**src/shared/i2cmbe_pkg.sv**
```systemverilog
/*
 * Constants shared by the two-wire master byte engine and its helpers.
 * Assumes a 100 MHz system clock; one instruction cycle is modelled as four clocks.
 */
package i2cmbe_pkg;

	// ------------------------------------------------------------
	// Timing constants
	// ------------------------------------------------------------
	// Width of the baud counter reload field.
	localparam int RELOAD_W = 7;
	// Bits in one byte.
	localparam logic [3:0] BYTE_BITS = 4'h8;
	// Clock count of the ninth (acknowledge) bit.
	localparam logic [3:0] ACK_BIT_NUM = 4'h9;

	// ------------------------------------------------------------
	// Reset values
	// ------------------------------------------------------------
	// Reset value of the serial buffer.
	localparam logic [7:0] BUF_RESET = 8'h00;

	// Engine states.
	typedef enum logic [3:0] {
		I2CMBE_IDLE,
		I2CMBE_TX_LOW,
		I2CMBE_TX_HIGH,
		I2CMBE_RX_LOW,
		I2CMBE_RX_HIGH,
		I2CMBE_ACK_LOW,
		I2CMBE_ACK_HIGH,
		I2CMBE_ACK_END,
		I2CMBE_STOP_LOW,
		I2CMBE_STOP_SCL,
		I2CMBE_STOP_SDA,
		I2CMBE_STOP_DONE
	} i2cmbe_state_t;

endpackage : i2cmbe_pkg

```
**src/rtl/i2cmbe_engine.sv**
```systemverilog
/*
 * Master byte engine of a two-wire serial port: transmit, receive,
 * acknowledge and stop sequences with clock stretching support.
 * Assumes software pulses write/read/enable strobes for one clock and that
 * pull-ups on the bus lines resolve the open-drain outputs.
 */
// Functional notes
// (RQ1) Buffer write sets full flag, starts counter.
// (RQ2) Data changes after SCL falls; low/high baud.
// (RQ3) Full flag clears after eight bits shifted.
// (RQ4) Ninth fall samples SDA into ack status.
// (RQ5) After ninth clock: interrupt, halt, SCL low.
// (RQ6) Busy buffer write discarded, collision flag set.
// (RQ7) Software alone clears the collision flag.
// (RQ8) Receive enable honoured only when idle.
// (RQ9) Receive toggles SCL per rollover, shifts SDA.
// (RQ10) Eighth fall: buffer load, flags, idle.
// (RQ11) Buffer read clears full flag in receive.
// (RQ12) Byte completes while full sets overflow.
// (RQ13) Ack enable pulls SCL low, drives ack bit.
// (RQ14) Software sets ack data bit beforehand.
// (RQ15) Ack: wait, release, high period, low, idle.
// (RQ16) Stop: SDA low, release SCL, release SDA.
// (RQ17) SDA high with SCL high flags stop detected.
// (RQ18) Software checks bus busy before taking it.
// (RQ19) Released SCL pauses counter until high.
// (RQ20) Keeps receiving and wakes in sleep.
// (RQ21) Reset disables module, aborts transfer.
// (RQ22) Counter reloads, counts down twice, stops.
`timescale 1ns/1ps
module i2cmbe_engine
(
	input  wire logic                            clock,
	input  wire logic                            reset_n,
	input  wire logic [i2cmbe_pkg::RELOAD_W-1:0] baud_reload,
	input  wire logic [7:0]                      buf_wdata,
	input  wire logic                            buf_write,
	input  wire logic                            buf_read,
	input  wire logic                            recv_start,
	input  wire logic                            ack_start,
	input  wire logic                            ack_data_bit,
	input  wire logic                            stop_start,
	input  wire logic                            collision_clear,
	input  wire logic                            overflow_clear,
	input  wire logic                            interrupt_clear,
	input  wire logic                            interrupt_enable,
	input  wire logic                            sleep_mode,
	input  wire logic                            scl_in,
	input  wire logic                            sda_in,
	output logic                                 scl_out,
	output logic                                 scl_oe,
	output logic                                 sda_out,
	output logic                                 sda_oe,
	output logic [7:0]                           serial_buffer,
	output logic                                 buffer_full_flag,
	output logic                                 write_collision_flag,
	output logic                                 receive_overflow_flag,
	output logic                                 ack_status_bit,
	output logic                                 receive_enable_bit,
	output logic                                 ack_sequence_enable,
	output logic                                 stop_enable_bit,
	output logic                                 stop_detected,
	output logic                                 port_interrupt_flag,
	output logic                                 wake_request
);
	import i2cmbe_pkg::*;

	// ------------------------------------------------------------
	// Declarations
	// ------------------------------------------------------------
	i2cmbe_state_t state_reg;        // Sequence state.
	logic [7:0]    shift_register;   // Transmit and receive shifter.
	logic [3:0]    bit_count_reg;    // Clocks finished in this byte.
	logic          scl_low_reg;      // Master pulls SCL low.
	logic          sda_low_reg;      // Master pulls SDA low.
	logic          scl_s;            // Synchronised SCL level.
	logic          sda_s;            // Synchronised SDA level.
	logic          scl_prev_reg;     // SCL one clock earlier.
	logic          sda_prev_reg;     // SDA one clock earlier.
	logic          baud_load;        // Reload strobe for the counter.
	logic          baud_run;         // Counting permitted.
	logic          baud_expired;     // One baud period ended.
	logic          busy;             // A sequence is underway.
	logic          byte_done;        // Receive byte completed.
	logic          tx_done;          // Ninth transmit clock ended.
	logic          stop_done;        // Stop sequence completed.
	logic          ack_done;         // Ack sequence completed.
	logic          load_on_high;     // Released SCL just read high.

	// ------------------------------------------------------------
	// Pin synchronisers
	// ------------------------------------------------------------
	i2cmbe_sync u_scl_sync
	(
		.clock    (clock),
		.reset_n  (reset_n),
		.async_in (scl_in),
		.sync_out (scl_s)
	);

	i2cmbe_sync u_sda_sync
	(
		.clock    (clock),
		.reset_n  (reset_n),
		.async_in (sda_in),
		.sync_out (sda_s)
	);

	// ------------------------------------------------------------
	// Baud counter
	// ------------------------------------------------------------
	i2cmbe_baud u_baud
	(
		.clock   (clock),
		.reset_n (reset_n),
		.load    (baud_load),
		.run     (baud_run),
		.reload  (baud_reload),
		.expired (baud_expired)
	);

	// Idle means no sequence is running.
	assign busy = (state_reg != I2CMBE_IDLE);

	// High phases count only once SCL truly reads high.
	assign load_on_high = scl_s && !scl_prev_reg;

	// Completion strobes for the flag logic.
	assign tx_done   = (state_reg == I2CMBE_TX_HIGH) && baud_expired &&
	                   (bit_count_reg == ACK_BIT_NUM - 4'h1);
	assign byte_done = (state_reg == I2CMBE_RX_HIGH) && baud_expired &&
	                   (bit_count_reg == BYTE_BITS - 4'h1);
	assign ack_done  = (state_reg == I2CMBE_ACK_END) && baud_expired;
	assign stop_done = (state_reg == I2CMBE_STOP_DONE) && baud_expired;

	// Counter control: reload on entry strobes, pause while SCL stretched.
	always_comb
	begin
		baud_load = 1'b0;
		baud_run  = 1'b1;
		case (state_reg)
			I2CMBE_IDLE:
			begin
				// (RQ1) Buffer write starts counter.
				baud_load = (buf_write || (recv_start && !ack_start && !stop_start) ||
				             ack_start);
			end
			I2CMBE_TX_HIGH, I2CMBE_RX_HIGH, I2CMBE_ACK_HIGH, I2CMBE_STOP_SCL:
			begin
				// (RQ19) Pause until SCL high; expiry times the next low phase.
				baud_run  = scl_s;
				baud_load = load_on_high || baud_expired;
			end
			I2CMBE_STOP_SDA:
			begin
				// (RQ17) Time one period once the stop is seen.
				baud_load = sda_s && scl_s;
			end
			I2CMBE_STOP_LOW:
			begin
				// (RQ16) Count once SDA low.
				baud_load = !sda_s && sda_prev_reg;
			end
			default:
			begin
				baud_load = baud_expired;
			end
		endcase
	end

	// ------------------------------------------------------------
	// Edge history
	// ------------------------------------------------------------
	// Previous synchronised levels feed edge detection.
	always_ff @(posedge clock or negedge reset_n)
	begin
		if (!reset_n)
		begin
			scl_prev_reg <= 1'b1;
			sda_prev_reg <= 1'b1;
		end
		else
		begin
			scl_prev_reg <= scl_s;
			sda_prev_reg <= sda_s;
		end
	end

	// ------------------------------------------------------------
	// Sequence state machine
	// ------------------------------------------------------------
	// (RQ21) Reset aborts transfer, idles module.
	always_ff @(posedge clock or negedge reset_n)
	begin
		if (!reset_n)
		begin
			state_reg      <= I2CMBE_IDLE;
			shift_register <= BUF_RESET;
			bit_count_reg  <= 4'h0;
			scl_low_reg    <= 1'b0;
			sda_low_reg    <= 1'b0;
		end
		else
		begin
			case (state_reg)
				I2CMBE_IDLE:
				begin
					if (buf_write)
					begin
						// (RQ2) Data placed while SCL held low.
						shift_register <= buf_wdata;
						bit_count_reg  <= 4'h0;
						scl_low_reg    <= 1'b1;
						sda_low_reg    <= !buf_wdata[7];
						state_reg      <= I2CMBE_TX_LOW;
					end
					else if (ack_start)
					begin
						// (RQ13) SCL low, ack bit on SDA.
						scl_low_reg <= 1'b1;
						sda_low_reg <= !ack_data_bit;
						state_reg   <= I2CMBE_ACK_LOW;
					end
					else if (stop_start)
					begin
						// (RQ16) Drive SDA low first.
						sda_low_reg <= 1'b1;
						state_reg   <= I2CMBE_STOP_LOW;
					end
					else if (recv_start)
					begin
						// (RQ8) Receive only from idle.
						bit_count_reg <= 4'h0;
						scl_low_reg   <= 1'b1;
						sda_low_reg   <= 1'b0;
						state_reg     <= I2CMBE_RX_LOW;
					end
				end
				I2CMBE_TX_LOW:
				begin
					if (baud_expired)
					begin
						// (RQ2) Release SCL after one period.
						scl_low_reg <= 1'b0;
						state_reg   <= I2CMBE_TX_HIGH;
					end
				end
				I2CMBE_TX_HIGH:
				begin
					if (baud_expired)
					begin
						scl_low_reg   <= 1'b1;
						bit_count_reg <= bit_count_reg + 4'h1;
						if (bit_count_reg == ACK_BIT_NUM - 4'h1)
						begin
							// (RQ5) Halt, SCL low, SDA unchanged.
							state_reg <= I2CMBE_IDLE;
						end
						else
						begin
							// (RQ3) After eighth bit release SDA.
							shift_register <= {shift_register[6:0], 1'b1};
							sda_low_reg    <= !shift_register[6] &&
							                  (bit_count_reg < BYTE_BITS - 4'h1);
							state_reg      <= I2CMBE_TX_LOW;
						end
					end
				end
				I2CMBE_RX_LOW:
				begin
					if (baud_expired)
					begin
						// (RQ9) Rollover toggles SCL high.
						scl_low_reg <= 1'b0;
						state_reg   <= I2CMBE_RX_HIGH;
					end
				end
				I2CMBE_RX_HIGH:
				begin
					if (baud_expired)
					begin
						// (RQ9) Shift in sampled SDA.
						shift_register <= {shift_register[6:0], sda_s};
						scl_low_reg    <= 1'b1;
						bit_count_reg  <= bit_count_reg + 4'h1;
						// (RQ10) Eighth fall returns idle.
						state_reg      <= (bit_count_reg == BYTE_BITS - 4'h1) ?
						                  I2CMBE_IDLE : I2CMBE_RX_LOW;
					end
				end
				I2CMBE_ACK_LOW:
				begin
					if (baud_expired)
					begin
						// (RQ15) Release SCL after one period.
						scl_low_reg <= 1'b0;
						state_reg   <= I2CMBE_ACK_HIGH;
					end
				end
				I2CMBE_ACK_HIGH:
				begin
					if (baud_expired)
					begin
						// (RQ15) Pull SCL low, then finish.
						scl_low_reg <= 1'b1;
						state_reg   <= I2CMBE_ACK_END;
					end
				end
				I2CMBE_ACK_END:
				begin
					if (baud_expired)
					begin
						state_reg <= I2CMBE_IDLE;
					end
				end
				I2CMBE_STOP_LOW:
				begin
					if (baud_expired)
					begin
						// (RQ16) Release SCL after one period.
						scl_low_reg <= 1'b0;
						state_reg   <= I2CMBE_STOP_SCL;
					end
				end
				I2CMBE_STOP_SCL:
				begin
					if (baud_expired)
					begin
						// (RQ16) Release SDA one period later.
						sda_low_reg <= 1'b0;
						state_reg   <= I2CMBE_STOP_SDA;
					end
				end
				I2CMBE_STOP_SDA:
				begin
					if (sda_s && scl_s)
					begin
						state_reg <= I2CMBE_STOP_DONE;
					end
				end
				I2CMBE_STOP_DONE:
				begin
					if (baud_expired)
					begin
						state_reg <= I2CMBE_IDLE;
					end
				end
				default:
				begin
					state_reg <= I2CMBE_IDLE;
				end
			endcase
		end
	end

	// ------------------------------------------------------------
	// Serial buffer and full flag
	// ------------------------------------------------------------
	always_ff @(posedge clock or negedge reset_n)
	begin
		if (!reset_n)
		begin
			serial_buffer    <= BUF_RESET;
			buffer_full_flag <= 1'b0;
		end
		else
		begin
			if (byte_done)
			begin
				// (RQ10) Copy shifter, set full.
				serial_buffer    <= {shift_register[6:0], sda_s};
				buffer_full_flag <= 1'b1;
			end
			else if (!busy && buf_write)
			begin
				// (RQ1) Write sets full flag.
				serial_buffer    <= buf_wdata;
				buffer_full_flag <= 1'b1;
			end
			else if ((state_reg == I2CMBE_TX_HIGH) && baud_expired &&
			         (bit_count_reg == BYTE_BITS - 4'h1))
			begin
				// (RQ3) Clear after eight bits.
				buffer_full_flag <= 1'b0;
			end
			else if (buf_read)
			begin
				// (RQ11) Read clears full flag.
				buffer_full_flag <= 1'b0;
			end
		end
	end

	// ------------------------------------------------------------
	// Sticky status flags and wake pulse
	// ------------------------------------------------------------
	// Set wins over a clear arriving in the same cycle.
	always_ff @(posedge clock or negedge reset_n)
	begin
		if (!reset_n)
		begin
			write_collision_flag  <= 1'b0;
			receive_overflow_flag <= 1'b0;
			port_interrupt_flag   <= 1'b0;
			stop_detected         <= 1'b0;
			ack_status_bit        <= 1'b0;
			wake_request          <= 1'b0;
		end
		else
		begin
			// (RQ6) Busy write sets collision.
			if (busy && buf_write)
				write_collision_flag <= 1'b1;
			else if (collision_clear)
				// (RQ7) Cleared only by software.
				write_collision_flag <= 1'b0;
			// (RQ12) Byte while still full.
			if (byte_done && buffer_full_flag)
				receive_overflow_flag <= 1'b1;
			else if (overflow_clear)
				receive_overflow_flag <= 1'b0;
			// (RQ4) Ninth fall samples ack.
			if (tx_done)
				ack_status_bit <= sda_s;
			// (RQ17) Stop detected, later interrupt.
			if ((state_reg == I2CMBE_STOP_SDA) && sda_s && scl_s)
				stop_detected <= 1'b1;
			else if (!busy && buf_write)
				stop_detected <= 1'b0;
			// (RQ5) Interrupt after ninth clock.
			if (tx_done || byte_done || stop_done)
				port_interrupt_flag <= 1'b1;
			else if (interrupt_clear)
				port_interrupt_flag <= 1'b0;
			// (RQ20) Completed byte wakes sleeping processor.
			wake_request <= sleep_mode && interrupt_enable && (byte_done || tx_done);
		end
	end

	// ------------------------------------------------------------
	// Control enable bits
	// ------------------------------------------------------------
	always_ff @(posedge clock or negedge reset_n)
	begin
		if (!reset_n)
		begin
			receive_enable_bit  <= 1'b0;
			ack_sequence_enable <= 1'b0;
			stop_enable_bit     <= 1'b0;
		end
		else
		begin
			if (!busy && recv_start && !buf_write && !ack_start && !stop_start)
				// (RQ8) Set only when idle.
				receive_enable_bit <= 1'b1;
			else if (byte_done)
				// (RQ10) Cleared at eighth fall.
				receive_enable_bit <= 1'b0;
			if (!busy && ack_start && !buf_write)
				ack_sequence_enable <= 1'b1;
			else if (ack_done)
				// (RQ15) Cleared at sequence end.
				ack_sequence_enable <= 1'b0;
			if (!busy && stop_start && !buf_write && !ack_start)
				stop_enable_bit <= 1'b1;
			else if (stop_done)
				// (RQ17) Cleared one period later.
				stop_enable_bit <= 1'b0;
		end
	end

	// ------------------------------------------------------------
	// Open-drain pin drivers
	// ------------------------------------------------------------
	// Outputs always low; enable high pulls the line.
	always_ff @(posedge clock or negedge reset_n)
	begin
		if (!reset_n)
		begin
			scl_out <= 1'b0;
			scl_oe  <= 1'b0;
			sda_out <= 1'b0;
			sda_oe  <= 1'b0;
		end
		else
		begin
			scl_out <= 1'b0;
			sda_out <= 1'b0;
			scl_oe  <= scl_low_reg;
			sda_oe  <= sda_low_reg;
		end
	end

endmodule : i2cmbe_engine

```
**src/rtl/i2cmbe_sync.sv**
```systemverilog
/*
 * Two-flip-flop synchroniser for one pin input.
 * Assumes the input is asynchronous to clock.
 */
`timescale 1ns/1ps
module i2cmbe_sync
(
	input  wire logic clock,
	input  wire logic reset_n,
	input  wire logic async_in,
	output logic      sync_out
);
	import i2cmbe_pkg::*;

	// First stage, read only by the second stage.
	logic meta_reg;

	// ------------------------------------------------------------
	// Two-stage synchroniser
	// ------------------------------------------------------------
	// Idle bus level is high, so both stages reset high.
	always_ff @(posedge clock or negedge reset_n)
	begin
		if (!reset_n)
		begin
			meta_reg <= 1'b1;
			sync_out <= 1'b1;
		end
		else
		begin
			meta_reg <= async_in;
			sync_out <= meta_reg;
		end
	end

endmodule : i2cmbe_sync

```
**src/rtl/i2cmbe_baud.sv**
```systemverilog
/*
 * Reloadable baud counter for the byte engine.
 * Assumes reload and run come from logic on the same clock.
 */
`timescale 1ns/1ps
module i2cmbe_baud
(
	input  wire logic                            clock,
	input  wire logic                            reset_n,
	input  wire logic                            load,
	input  wire logic                            run,
	input  wire logic [i2cmbe_pkg::RELOAD_W-1:0] reload,
	output logic                                 expired
);
	import i2cmbe_pkg::*;

	logic [RELOAD_W-1:0] count_reg;  // Remaining decrements.
	logic                tick_reg;   // Half-instruction-cycle phase.
	logic                active_reg; // Counter is counting.

	// ------------------------------------------------------------
	// Counter
	// ------------------------------------------------------------
	// (RQ22) Load, count down twice per cycle, stop at zero.
	always_ff @(posedge clock or negedge reset_n)
	begin
		if (!reset_n)
		begin
			count_reg  <= '0;
			tick_reg   <= 1'b0;
			active_reg <= 1'b0;
			expired    <= 1'b0;
		end
		else
		begin
			expired <= 1'b0;
			if (load)
			begin
				// A fresh reload restarts the period.
				count_reg  <= reload;
				tick_reg   <= 1'b0;
				active_reg <= 1'b1;
			end
			else if (active_reg && run)
			begin
				tick_reg <= ~tick_reg;
				if (tick_reg)
				begin
					if (count_reg == '0)
					begin
						// Rollover reached; stop until reloaded.
						active_reg <= 1'b0;
						expired    <= 1'b1;
					end
					else
					begin
						count_reg <= count_reg - 1'b1;
					end
				end
			end
		end
	end

endmodule : i2cmbe_baud

```
**config.mk**
```make
export PLATFORM = sky130hd
export DESIGN_NAME = i2cmbe_engine
export DESIGN_NICKNAME = d
export VERILOG_FILES = /design/src/shared/i2cmbe_pkg.sv /design/src/rtl/i2cmbe_engine.sv /design/src/rtl/i2cmbe_sync.sv /design/src/rtl/i2cmbe_baud.sv
export SDC_FILE = /design/constraint.sdc
export NUM_CORES = 1
export LEC_CHECK = 0
export BUFFER_PORTS_ARGS = -buffer_cell sky130_fd_sc_hd__buf_2
export CAP_MARGIN = 0
export CORE_MARGIN = 4
export CORE_UTILIZATION = 59
export CTS_CLUSTER_SIZE = 8
export DETAILED_ROUTE_END_ITERATION = 16
export PLACE_DENSITY = 0.95
export SYNTH_ARGS = -nofsm -noshare
export SYNTH_HDL_FRONTEND = slang
export SYNTH_HIERARCHICAL = 1
export SYNTH_SLANG_ARGS = --single-unit
```
**constraint.sdc**
```tcl
create_clock -name clock -period 3.5 [get_ports clock]
set_input_delay 0 -clock clock [delete_from_list [all_inputs] [get_ports clock]]
set_output_delay 0 -clock clock [all_outputs]
set_load 0.03 [all_outputs]
```
==> impl_metrics.json <==
{
  "period_needed_ns": 2.44,
  "vias": 2601,
  "grt-ovfl-total": 0,
  "crit_path_start_kind": "register",
  "drc": 0,
  "synth_compound_area_frac": 0.188,
  "cp_num_cells": 5,
  "vias_per_cell": 5.88,
  "clockBufferDepth": 2,
  "cp.arrival_ns": 2.62,
  "synth.top_cell.area_share": 0.410,
  "dieHeight_um": 77.8,
  "rr_worst_depth": 5,
  "grt_pass1_wl_um": 11600,
  "ys.flop_type": "dfrtp_1",
  "max_freq_mhz": 411,
  "setup_violations": 0,
  "fill_cells": 337,
  "cpPeakStageDelay_ns": 0.65,
  "min_period_over_period": 0.696,
  "ir_drop_mv": 0.516,
  "crit_type": "register to register",
  "wl_per_cell_um": 15.6,
  "fin_ws_ns": 1.06,
  "grt_max_degree": 54,
  "path_delay_family": "simple AND/OR/NAND/NOR gates",
  "fp.dieW_um": 77.8,
  "io_buffers": 49,
  "place_ws_ns": 1.14,
  "hold_violations": 0,
  "cap_viol_max_count": 0,
  "synthSimpleGateAreaFrac": 0.222,
  "avgSynthCellArea_um2": 9.26,
  "slew_viol_final": 0,
  "ant_nets": 0,
  "cts_sinks": 53,
  "antenna_found_initial": 0,
  "leakagePower_nw": 1.60,
  "synth-edff-count": 0,
  "synth.most_common_cell": "nand2_1",
  "status": "complete, no violations",
  "wl_met2_um": 3380,
  "syn2layout_area_growth_pct": 21.0,
  "path_buf_inv": 0,
  "gp_congestion": 0.933,
  "layout.nets": 408,
  "hold_slack_ns": 0.0199,
  "synth_mux_area_frac": 0.0349,
  "grt_use_total": 0.238,
  "critPathMaxFanout": 22,
  "holdCritPathClass": "input pin to register",
  "synth_top_family_by_area": "simple AND/OR/NAND/NOR gates",
  "synth_cell_type_count": 64,
  "register_area_um2": 1330,
  "hold_depth": 4,
  "tritoncts": "done",
  "ios": 52,
  "num_rows": 25,
  "drt-met1-wl_um": 2930,
  "skew_ns": 0.00856,
  "p_total_mw": 2.83,
  "finalSetupTns_ns": 0,
  "syn_area_um2": 2870,
  "synth-adder-area-share": 0.0209,
  "crit_chain": "or4_4 -> or4b_4 -> o2111ai_2 -> mux2i_1 -> o211ai_1",
  "ys_seq_area_frac": 0.464,
  "async_flop_share": 1.00,
  "cts_hold_buf": 22,
  "syn_inst": 310,
  "start_util": 0.608,
  "synth_area_leaders": "dfrtp_1, nand2_1, dfstp_2",
  "synth_seq_cells": 53,
  "initialDrtViolationCount": 244,
  "multi_input_area_um2": 1390,
  "clk_pin_slew_ns": 0.09,
  "final_cell_area_um2": 3480,
  "power.density_nw_per_um2": 816,
  "core_um2": 4720,
  "grt_pass1_vias": 2566,
  "yosysWarnings": 6,
  "cts-root-buf": "clkbuf_8",
  "htreeDepth": 2,
  "tightestPinTransition_ns": 0.685,
  "dp.final_hpwl_um": 4620,
  "placed_cell_area_um2": 3140,
  "insertion_delay_ns": 0.31,
  "die_area_um2": 6050,
  "firstDrtPassIters": 5,
  "slew_headroom": 0.543,
  "synth_xor_area_frac": 0.0153,
  "largest_reg_flops": 8,
  "end_kind": "register",
  "top_layer": "met4",
  "wirelength_um": 6910,
  "critPathSlowestCell": "or4_4",
  "yosysTopAreaCell": "dfrtp_1",
  "cts_resized": 0,
  "wl_met3_um": 468,
  "n_antenna_cell": 0,
  "netlist_top_cells_count": "nand2_1, dfrtp_1, o21ai_0",
  "post-cts-setup-buffer-count": 0,
  "cp.required_ns": 3.68,
  "drive_gt1_frac": 0.224,
  "numCtsBuffers": 5,
  "rsz0062_at_grt": "no"
}
## per-stage QoR
step                utilization  instances
floorplan                     -        311
global placement          0.664        412
detailed placement        0.664        412
CTS                       0.736        442
global route              0.736        442
finish                    0.736        442
## layout make-up
class / count / share of cell area
clock buffer: 6 / 0.0238
clock inverter: 2 / 0.0108
inverter: 16 / 0.0173
multi-input combinational: 224 / 0.400
sequential: 53 / 0.384
tap: 67 / 0.0241
timing repair buffer: 74 / 0.140
## metal layers
| metal | GRT usage | up-vias |
|---|---|---|
| li1 | - | 1232 |
| met1 | 0.283 | 1236 |
| met2 | 0.417 | 118 |
| met3 | 0.0568 | 15 |
| met4 | 0.0872 | 0 |
| met5 | 0 | - |
## report_power, final
part | switching [mW] | total, mW | leakage, nW | internal, mW
clock | 0.206 | 0.439 | 0.0574 | 0.233
sequential | 0.256 | 1.08 | 0.630 | 0.828
combinational | 0.787 | 1.31 | 0.909 | 0.525
total | 1.25 | 2.83 | 1.60 | 1.59
## kinds of logic (layout without fill, tap and decap cells)
group | Yosys count | in the layout
other | 1 | 2
muxes | 9 | 9
DFF | 53 | 53
adders and majority gates | 5 | 5
and+or+nand+nor | 124 | 124
xor gates and xnor gates | 5 | 5
AOI/OAI and AO/OA | 79 | 79
buffers and inverters | 34 | 98
## worst min-delay path, stage by stage
cell and delay (ns):
buf_2 0.08, nand2_1 0.03, o21ai_0 0.07, a311o_1 0.11
## cells in the final DEF (no fill, tap or decap), types with 2 or more instances in the layout
cell type and count:
dfrtp_1 47, conb_1 2, a21o_1 3, nand3b_1 4, o221ai_1 3, xor2_1 3
nor2b_1 2, buf_2 49, a211o_1 2, and3_1 3, mux2i_1 4, nor3_1 5
inv_1 15, a221oi_1 2, a22o_1 2, clkbuf_8 6, dlygate4sd3_1 22, dfstp_2 6
nor4_1 2, or3_1 2, a21oi_1 11, o211ai_1 3, o21ai_1 2, mux2_2 4
nand2_1 48, nor2_1 20, o21ai_0 22, nand3_1 18, a31oi_1 7, a22oi_1 9
xnor2_1 2, buf_4 3, ha_1 4, o31ai_1 3, or2_2 2, nor3b_1 2
nand2b_1 3
## path summary, 6_finish.rpt
check / startpoint / slack [ns] / to
min in group asynchronous: reset_n / 0.35 / receive_overflow_flag
max in group asynchronous: reset_n / 2.71 / state_reg[2]
setup reg to reg: state_reg[1] / 1.06 / state_reg[2]
hold reg to reg: u_sda_sync/meta_reg / 0.36 / u_sda_sync/sync_out
setup / recovery: state_reg[1] / 1.06 / state_reg[2]
hold / removal: baud_reload[5] / 0.02 / u_baud/count_reg[5]
(Power assumes the default switching activity.)
